[src/design/ipme_pkg.sv]
// Constants and types for the eight-line priority, mask and finish block.
// Assumes a single core clock; initialization words are applied elsewhere.
package ipme_pkg;

   // ==========================================================
   // Port map, selected by the port select line
   localparam logic [7:0] OFFSET_PRIORITY_COMMAND = 8'h20;
   localparam logic [7:0] OFFSET_LINE_MASK = 8'h21;
   localparam logic PORT_COMMAND = OFFSET_PRIORITY_COMMAND[0];
   localparam logic PORT_MASK = OFFSET_LINE_MASK[0];

   // ==========================================================
   // Priority command word fields
   localparam int PC_ROTATE_BIT = 7;
   localparam int PC_TARGETED_BIT = 6;
   localparam int PC_FINISH_BIT = 5;
   localparam int PC_KIND_HI = 4;
   localparam int PC_KIND_LO = 3;
   localparam int PC_LINE_HI = 2;
   localparam logic [1:0] PC_KIND_PRIORITY = 2'h0;
   localparam int VB_BASE_LO = 3;

   // Codes of {rotate, targeted, finish}
   localparam logic [2:0] CMD_CLEAR_AUTO_ROT = 3'h0;
   localparam logic [2:0] CMD_FINISH = 3'h1;
   localparam logic [2:0] CMD_NOP = 3'h2;
   localparam logic [2:0] CMD_TARGET_FINISH = 3'h3;
   localparam logic [2:0] CMD_SET_AUTO_ROT = 3'h4;
   localparam logic [2:0] CMD_ROT_FINISH = 3'h5;
   localparam logic [2:0] CMD_SET_PRIORITY = 3'h6;
   localparam logic [2:0] CMD_ROT_TARGET_FINISH = 3'h7;

   // ==========================================================
   // Reset values
   localparam logic [7:0] MASK_RESET = 8'h00;
   localparam logic [7:0] PENDING_RESET = 8'h00;
   localparam logic [7:0] IN_SERVICE_RESET = 8'h00;
   localparam logic [2:0] LOWEST_RESET = 3'h7;
   localparam logic [2:0] SPURIOUS_LINE = 3'h7;
   localparam logic [7:0] DATA_RESET = 8'h00;
   // Idle pin levels: requests low, strobes high
   localparam int SYNC_WIDTH = 21;
   localparam logic [20:0] SYNC_IDLE = 21'h0_0017;

   // ==========================================================
   // Acknowledge sequence
   typedef enum logic [3:0] {
      ACK_IDLE = 4'b0001,
      ACK_FIRST = 4'b0010,
      ACK_GAP = 4'b0100,
      ACK_SECOND = 4'b1000
   } ipme_ack_state_t;

endpackage

[src/design/ipme_sync.sv]
// Two-stage synchroniser for a bundle of asynchronous pin levels.
// Assumes the bits are independent levels; multi-bit words are only used
// while their qualifying strobe is held stable.
`timescale 1ns/100ps
module ipme_sync #(
   parameter int WIDTH = 1,
   parameter logic [WIDTH-1:0] IDLE = '0
) (
   input wire logic core_clk,
   input wire logic rst_sync_b,
   input wire logic [WIDTH-1:0] pin_levels,
   output logic [WIDTH-1:0] synced_levels
);

   logic [WIDTH-1:0] meta_reg;

   // ==========================================================
   // First stage feeds only the second
   always_ff @(posedge core_clk or negedge rst_sync_b)
   begin
      if (!rst_sync_b)
      begin
         meta_reg <= IDLE;
         synced_levels <= IDLE;
      end
      else
      begin
         meta_reg <= pin_levels;
         synced_levels <= meta_reg;
      end
   end

endmodule // ipme_sync

[src/design/ipme_core.sv]
// Priority resolution, line masking and finish handling for eight lines.
// Assumes vector base and auto finish flag come from init logic, held stable.
// Notes on behaviour
// - Reset gives fully nested, line zero highest
// - Acknowledge returns vector of highest pending line
// - Idle grant sets in-service, clears pending
// - Strictly higher request nests over service
// - Equal or lower request waits pending
// - Pending clears only when serviced
// - Finish command clears the matching service
// - Plain finish clears highest in-service bit
// - Low three bits select targeted line
// - Auto finish acts as plain finish
// - Commands accepted in any order
// - Mask bit n blocks line n
// - Masked in-service line still blocks lower
// - Command bits: rotate, targeted, finish, line
// - Rotating plain finish makes cleared line lowest
// - Rotate-on-auto set by 80H, cleared by 00H
// - Set priority rotates without clearing service
// - Rotating targeted finish rotates and clears
// - Rotation bounds wait to seven others
// - Vector is five-bit base plus line
// - Auto finish at second acknowledge end
`timescale 1ns/100ps
module ipme_core (
   input wire logic core_clk,
   input wire logic rst_b,
   input wire logic cs_b,
   input wire logic rd_b,
   input wire logic wr_b,
   input wire logic port_select_line,
   input wire logic [7:0] data_in,
   output logic [7:0] data_out,
   output logic data_oe,
   input wire logic [7:0] request_lines,
   input wire logic inta_b,
   output logic int_req,
   input wire logic [7:0] vector_base_word,
   input wire logic auto_finish_flag,
   input wire logic reg_read_sel,
   output logic [7:0] pending_bits,
   output logic [7:0] in_service_bits,
   output logic [7:0] line_mask_bits,
   output logic [2:0] lowest_line
);

   // ==========================================================
   // Reset release and pin synchronisation
   logic rst_meta_b;
   logic rst_sync_b;
   logic [ipme_pkg::SYNC_WIDTH-1:0] sync_levels;
   logic [7:0] s_ir, s_data;
   logic s_inta_b, s_a0, s_cs_b, s_rd_b, s_wr_b;
   always_ff @(posedge core_clk or negedge rst_b)
   begin
      if (!rst_b)
      begin
         rst_meta_b <= 1'b0;
         rst_sync_b <= 1'b0;
      end
      else
      begin
         rst_meta_b <= 1'b1;
         rst_sync_b <= rst_meta_b;
      end
   end
   ipme_sync #(
      .WIDTH(ipme_pkg::SYNC_WIDTH),
      .IDLE(ipme_pkg::SYNC_IDLE)
   ) u_sync (
      .core_clk(core_clk),
      .rst_sync_b(rst_sync_b),
      .pin_levels({request_lines, data_in, inta_b, port_select_line, cs_b, rd_b, wr_b}),
      .synced_levels(sync_levels)
   );
   assign {s_ir, s_data, s_inta_b, s_a0, s_cs_b, s_rd_b, s_wr_b} = sync_levels;

   // ==========================================================
   // Priority helpers
   // Returns {found, line}; search starts just after the lowest line
   function automatic logic [3:0] pick_top(input logic [7:0] bits, input logic [2:0] lowest);
      logic [2:0] idx;
      logic [3:0] res;
      res = 4'h0;
      for (int k = 7; k >= 0; k--)
      begin
         idx = 3'(lowest + 3'(k) + 3'h1);
         if (bits[idx])
            res = {1'b1, idx};
      end
      return res;
   endfunction
   // Zero is the highest rank
   function automatic logic [2:0] rank(input logic [2:0] line, input logic [2:0] lowest);
      return 3'(line - lowest - 3'h1);
   endfunction

   // ==========================================================
   // Write strobe: data caught while the strobe is low, applied at its end
   logic wr_active, wr_active_reg, wr_a0_reg, wr_commit, mask_write, prio_write;
   logic [7:0] wr_data_reg;
   logic [2:0] cmd, cmd_line;
   assign wr_active = !s_wr_b && !s_cs_b && s_rd_b;
   assign wr_commit = wr_active_reg && !wr_active;
   assign mask_write = wr_commit && (wr_a0_reg == ipme_pkg::PORT_MASK);
   assign prio_write = wr_commit && (wr_a0_reg == ipme_pkg::PORT_COMMAND)
      && (wr_data_reg[ipme_pkg::PC_KIND_HI:ipme_pkg::PC_KIND_LO] == ipme_pkg::PC_KIND_PRIORITY);
   assign cmd = {wr_data_reg[ipme_pkg::PC_ROTATE_BIT], wr_data_reg[ipme_pkg::PC_TARGETED_BIT],
      wr_data_reg[ipme_pkg::PC_FINISH_BIT]};
   assign cmd_line = wr_data_reg[ipme_pkg::PC_LINE_HI:0];
   always_ff @(posedge core_clk or negedge rst_sync_b)
   begin
      if (!rst_sync_b)
      begin
         wr_active_reg <= 1'b0;
         wr_data_reg <= ipme_pkg::DATA_RESET;
         wr_a0_reg <= ipme_pkg::PORT_COMMAND;
      end
      else
      begin
         wr_active_reg <= wr_active;
         if (wr_active)
         begin
            wr_data_reg <= s_data;
            wr_a0_reg <= s_a0;
         end
      end
   end

   // ==========================================================
   // Mask and rotation state; each write stands alone, no ordering
   logic rot_auto_reg;
   always_ff @(posedge core_clk or negedge rst_sync_b)
   begin
      if (!rst_sync_b)
         line_mask_bits <= ipme_pkg::MASK_RESET;
      else if (mask_write)
         line_mask_bits <= wr_data_reg;
   end
   always_ff @(posedge core_clk or negedge rst_sync_b)
   begin
      if (!rst_sync_b)
         rot_auto_reg <= 1'b0;
      else if (prio_write && cmd == ipme_pkg::CMD_SET_AUTO_ROT)
         rot_auto_reg <= 1'b1;
      else if (prio_write && cmd == ipme_pkg::CMD_CLEAR_AUTO_ROT)
         rot_auto_reg <= 1'b0;
   end

   // ==========================================================
   // Resolution
   logic [3:0] req_top, isr_top;
   logic grant_ok;
   // In-service bits are not masked, so a masked line keeps blocking
   assign req_top = pick_top(pending_bits & ~line_mask_bits, lowest_line);
   assign isr_top = pick_top(in_service_bits, lowest_line);
   assign grant_ok = req_top[3] && (!isr_top[3]
      || rank(req_top[2:0], lowest_line) < rank(isr_top[2:0], lowest_line));
   always_ff @(posedge core_clk or negedge rst_sync_b)
   begin
      if (!rst_sync_b)
         int_req <= 1'b0;
      else
         int_req <= grant_ok;
   end

   // ==========================================================
   // Acknowledge sequence: first pulse grants, second carries the vector
   ipme_pkg::ipme_ack_state_t ack_state_reg;
   logic ack_take, ack_done, ack_drive, granted_valid_reg;
   logic [2:0] granted_line_reg;
   assign ack_take = (ack_state_reg == ipme_pkg::ACK_IDLE) && !s_inta_b;
   assign ack_done = (ack_state_reg == ipme_pkg::ACK_SECOND) && s_inta_b;
   assign ack_drive = (ack_state_reg == ipme_pkg::ACK_SECOND) && !s_inta_b;
   always_ff @(posedge core_clk or negedge rst_sync_b)
   begin
      if (!rst_sync_b)
         ack_state_reg <= ipme_pkg::ACK_IDLE;
      else
      begin
         case (ack_state_reg)
            ipme_pkg::ACK_IDLE: if (!s_inta_b) ack_state_reg <= ipme_pkg::ACK_FIRST;
            ipme_pkg::ACK_FIRST: if (s_inta_b) ack_state_reg <= ipme_pkg::ACK_GAP;
            ipme_pkg::ACK_GAP: if (!s_inta_b) ack_state_reg <= ipme_pkg::ACK_SECOND;
            ipme_pkg::ACK_SECOND: if (s_inta_b) ack_state_reg <= ipme_pkg::ACK_IDLE;
            default: ack_state_reg <= ipme_pkg::ACK_IDLE;
         endcase
      end
   end
   // No grantable request at the first pulse answers with the last line
   always_ff @(posedge core_clk or negedge rst_sync_b)
   begin
      if (!rst_sync_b)
      begin
         granted_line_reg <= ipme_pkg::SPURIOUS_LINE;
         granted_valid_reg <= 1'b0;
      end
      else if (ack_take)
      begin
         granted_line_reg <= grant_ok ? req_top[2:0] : ipme_pkg::SPURIOUS_LINE;
         granted_valid_reg <= grant_ok;
      end
   end

   // ==========================================================
   // Pending: edge-caught; a new edge wins over a same-cycle grant
   logic [7:0] ir_prev_reg, grant_mask;
   assign grant_mask = (ack_take && grant_ok) ? (8'h01 << req_top[2:0]) : 8'h00;
   always_ff @(posedge core_clk or negedge rst_sync_b)
   begin
      if (!rst_sync_b)
      begin
         ir_prev_reg <= 8'h00;
         pending_bits <= ipme_pkg::PENDING_RESET;
      end
      else
      begin
         ir_prev_reg <= s_ir;
         pending_bits <= (pending_bits & ~grant_mask) | (s_ir & ~ir_prev_reg);
      end
   end

   // ==========================================================
   // In-service and rotation; a grant wins over any same-cycle clear
   logic [7:0] finish_mask;
   logic auto_finish;
   assign auto_finish = ack_done && auto_finish_flag && granted_valid_reg;
   always_comb
   begin
      finish_mask = 8'h00;
      if (prio_write && (cmd == ipme_pkg::CMD_FINISH || cmd == ipme_pkg::CMD_ROT_FINISH)
         && isr_top[3])
         finish_mask = 8'h01 << isr_top[2:0];
      if (prio_write && (cmd == ipme_pkg::CMD_TARGET_FINISH
         || cmd == ipme_pkg::CMD_ROT_TARGET_FINISH))
         finish_mask = 8'h01 << cmd_line;
      if (auto_finish)
         finish_mask = finish_mask | (8'h01 << granted_line_reg);
   end
   always_ff @(posedge core_clk or negedge rst_sync_b)
   begin
      if (!rst_sync_b)
         in_service_bits <= ipme_pkg::IN_SERVICE_RESET;
      else
         in_service_bits <= (in_service_bits & ~finish_mask) | grant_mask;
   end
   // Serviced line drops to lowest, so it waits on seven others at most
   always_ff @(posedge core_clk or negedge rst_sync_b)
   begin
      if (!rst_sync_b)
         lowest_line <= ipme_pkg::LOWEST_RESET;
      else if (prio_write && cmd == ipme_pkg::CMD_ROT_FINISH && isr_top[3])
         lowest_line <= isr_top[2:0];
      else if (prio_write && (cmd == ipme_pkg::CMD_SET_PRIORITY
         || cmd == ipme_pkg::CMD_ROT_TARGET_FINISH))
         lowest_line <= cmd_line;
      else if (auto_finish && rot_auto_reg)
         lowest_line <= granted_line_reg;
   end

   // ==========================================================
   // Data bus: vector during second pulse, else register read
   logic rd_active;
   assign rd_active = !s_rd_b && !s_cs_b && s_wr_b;
   always_ff @(posedge core_clk or negedge rst_sync_b)
   begin
      if (!rst_sync_b)
      begin
         data_out <= ipme_pkg::DATA_RESET;
         data_oe <= 1'b0;
      end
      else
      begin
         data_oe <= ack_drive || rd_active;
         if (ack_drive)
            data_out <= {vector_base_word[7:ipme_pkg::VB_BASE_LO], granted_line_reg};
         else if (rd_active && s_a0 == ipme_pkg::PORT_MASK)
            data_out <= line_mask_bits;
         else if (rd_active)
            data_out <= reg_read_sel ? in_service_bits : pending_bits;
      end
   end
endmodule // ipme_core

[config.mk]
export PLATFORM = sky130hd
export DESIGN_NAME = ipme_core
export DESIGN_NICKNAME = d
export VERILOG_FILES = /design/src/design/ipme_pkg.sv /design/src/design/ipme_sync.sv /design/src/design/ipme_core.sv
export SDC_FILE = /design/constraint.sdc
export NUM_CORES = 1
export LEC_CHECK = 0
export ABC_AREA = 1
export BUFFER_PORTS_ARGS = -buffer_cell sky130_fd_sc_hd__buf_2
export CORE_ASPECT_RATIO = 0.8
export CORE_MARGIN = 4
export CORE_UTILIZATION = 55
export CTS_BUF_LIST = sky130_fd_sc_hd__clkbuf_4
export DETAILED_ROUTE_END_ITERATION = 8
export PLACE_DENSITY = 0.84
export SETUP_SLACK_MARGIN = 0.1
export SYNTH_ARGS = -nofsm -noshare
export SYNTH_HDL_FRONTEND = slang
export SYNTH_HIERARCHICAL = 1
export SYNTH_SLANG_ARGS = --single-unit
export TNS_END_PERCENT = 30
[constraint.sdc]
create_clock -name core_clk -period 3.5 [get_ports core_clk]
set_input_delay 0.35 -clock core_clk [delete_from_list [all_inputs] [get_ports core_clk]]
set_output_delay 0.35 -clock core_clk [all_outputs]
set_load 0.02 [all_outputs]
==> impl_metrics.env <==
export IMPL_status="finished with violations"
export IMPL_violations="negative setup slack"
export IMPL_maxCapViolCount=0
export IMPL_critical_path_max_stage_delay_ns=0.65
export IMPL_hold_viol=0
export IMPL_clockRootBuffer="clkbuf_4"
export IMPL_grt_pass1_vias=5809
export IMPL_critical_path_class="register to register"
export IMPL_cts_buffers=9
export IMPL_rows=32
export IMPL_tritoncts="built"
export IMPL_antenna_found_initial=0
export IMPL_tightest_slew_ns=1.14
export IMPL_synth_edf_count=0
export IMPL_min_path_type="input pin to register"
export IMPL_clock_sinks=108
export IMPL_mostFrequentLayoutCell="nand2_1"
export IMPL_h_tree_depth=3
export IMPL_max_freq_mhz=236
export IMPL_synth_area_leaders="dfrtp_1 (41%), nand2_1 (14%), dfstp_2 (7.0%)"
export IMPL_grt_pass1_wl_microns=29700
export IMPL_grt_overflow_total=0
export IMPL_synth_nets=749
export IMPL_yosysSeqAreaShare_pct=48.3
export IMPL_synth_mux_area_share_pct=0
export IMPL_worst_slack_ns=-0.732
export IMPL_ys_async_sr_fraction_pct=100
export IMPL_synth_top_cell_by_area="dfrtp_1"
export IMPL_ys_types=45
export IMPL_clockBufferDepth=2
export IMPL_skew_ns=0.0211
export IMPL_die_h_microns=98.5
export IMPL_ioPinCount=70
export IMPL_finalNonFillerCells=1074
export IMPL_place_gp_congestion=1.02
export IMPL_crit_required_ns=3.89
export IMPL_synth_seq_cells=108
export IMPL_drive_gt1_share_pct=35.9
export IMPL_dp_final_hpwl_microns=14000
export IMPL_wirelength_microns=18500
export IMPL_dieArea_sq_um=11900
export IMPL_drv_slew=0
export IMPL_synth_simple_area_share_pct=30.2
export IMPL_wl_per_cell_microns=17.2
export IMPL_vias=5855
export IMPL_period_share_pct=121
export IMPL_cp_start_kind="register"
export IMPL_clkTransAtPathRegs_ns=0.18
export IMPL_syn_area_per_cell_sq_um=7.97
export IMPL_synth_xor_area_share_pct=2.04
export IMPL_drcViolationCount=0
export IMPL_synth_cell_area_sq_um=5640
export IMPL_placed_cells=1021
export IMPL_synth_compound_area_share_pct=9.19
export IMPL_ant_nets=0
export IMPL_synth_top_family_by_area="simple AND/OR/NAND/NOR gates"
export IMPL_crit_top_cell="nand2_1"
export IMPL_setup_tns_ns=-13.09
export IMPL_start_util_pct=57.4
export IMPL_crit_fanout=9
export IMPL_vias_per_cell=5.45
export IMPL_core_area_sq_um=9810
export IMPL_mostFrequentLayoutCells="nand2_1 (196), buf_4 (132), dfrtp_1 (92)"
export IMPL_placed_cell_area_sq_um=7090
export IMPL_die_w_microns=121
export IMPL_synthAdderAreaFrac_pct=2.26
export IMPL_cp_data_arrival_time_ns=4.62
export IMPL_slowest_stage="dfstp_2"
export IMPL_rsz0062_at_grt="yes"
export IMPL_end_kind="register"
export IMPL_synth_top_cell_area_share_pct=41.3
export IMPL_port_buffers=66
export IMPL_relSlewSlack_pct=24.3
export IMPL_clk_latency_ns=0.47
export IMPL_area_growth_pct=37.8
export IMPL_finalNetCount=975
export IMPL_grt_usage_pct=31.9
export IMPL_detail_route_first_pass_iterations=6
export IMPL_ys_flop_type="dfrtp_1"
export IMPL_antenna_diode_count=0
export IMPL_setup_viol=21
export IMPL_first_iter_violations=648
export IMPL_whs_ns=0.109
export IMPL_synth_cells=707
export IMPL_ys_warn_count=6
export IMPL_finalCriticalPeriod_ns=4.23
export IMPL_grt_max_degree=95
export IMPL_fin_area_sq_um=7760
logic make-up after synthesis:
family	Yosys count
adders and majority gates	9
xor gates and xnor gates	8
DFF	108
buffers and inverters	107
other	1
AOI/OAI and AO/OA	89
and+or+nand+nor	385
cell usage after synthesis, drive strengths merged (3+ instances only):
cell,number
nand2,236
inv,96
dfrtp,93
nand3,79
o21ai,50
nor2,45
a21oi,19
dfstp,15
nor4,9
o211ai,9
buf,8
ha,7
nor3,7
nand4,6
xnor2,4
xor2,4
clkbuf,3
o221ai,3
final timing paths:
path | start | end | slack [ns] | cells past startpoint
max | lowest_line[0] | pending_bits[4] | -0.73 | 30
min | vector_base_word[4] | data_out[4] | 0.11 | 3
max reg2reg | lowest_line[0] | pending_bits[4] | -0.73 | 30
min reg2reg | u_sync/meta_reg[8] | u_sync/synced_levels[8] | 0.35 | 0
max in group asynchronous | rst_sync_b | ack_state_reg[0] | 1.98 | 1
min in group asynchronous | rst_b | rst_sync_b | 0.15 | 2
area by class of cell:
class	instances	area, sq um
flip-flops and latches	108	2730
multi-input cells	492	2720
fillers	644	2040
repair buffers	226	1630
inverters	96	370
well taps	136	170
clock inverters	6	78.8
clock buffers	10	75.1
worst max-delay path, delay by kind of cell (launching register included):
kind | cells | cell delay (ns)
DFF | 1 | 0.65
adders and majority gates | 3 | 0.82
buffers and inverters | 5 | 0.50
xor gates and xnor gates | 2 | 0.33
AOI/OAI and AO/OA | 3 | 0.38
and+or+nand+nor | 17 | 1.46
through the flow:
| stage | setup slack, ns | util (%) |
|---|---|---|
| 6_report | -0.732 | 79.2 |
| 5_1_grt | -0.918 | 79.2 |
| 3_3_place_gp | -0.494 | 72.3 |
| 4_1_cts | -0.610 | 77.2 |
| 3_5_place_dp | -0.670 | 72.3 |
| 2_1_floorplan | -0.654 | - |
metal layers:
| layer | vias to the layer above | routed length, microns | GRT usage, % |
|---|---|---|---|
| met2 | 311 | 8690 | 51.8 |
| met1 | 2772 | 7620 | 44.1 |
| li1 | 2734 | - | - |
| met3 | 38 | 1750 | 6.66 |
| met5 | - | 0 | 0 |
| met4 | 0 | 404 | 8.18 |
what timing repair did:
| action | in CTS | in global routing |
|---|---|---|
| setup buffers | 5 | 10 |
| pin swaps | 16 | 13 |
| hold endpoints to repair | 23 | 0 |
| resized for setup | 20 | 36 |
| hold buffers | 22 | 0 |
| setup endpoints to repair | 21 | 21 |
Power is left out: the tool's default activity adds up to more than one toggle a clock period on the data nets, which glitch-free logic cannot reach.
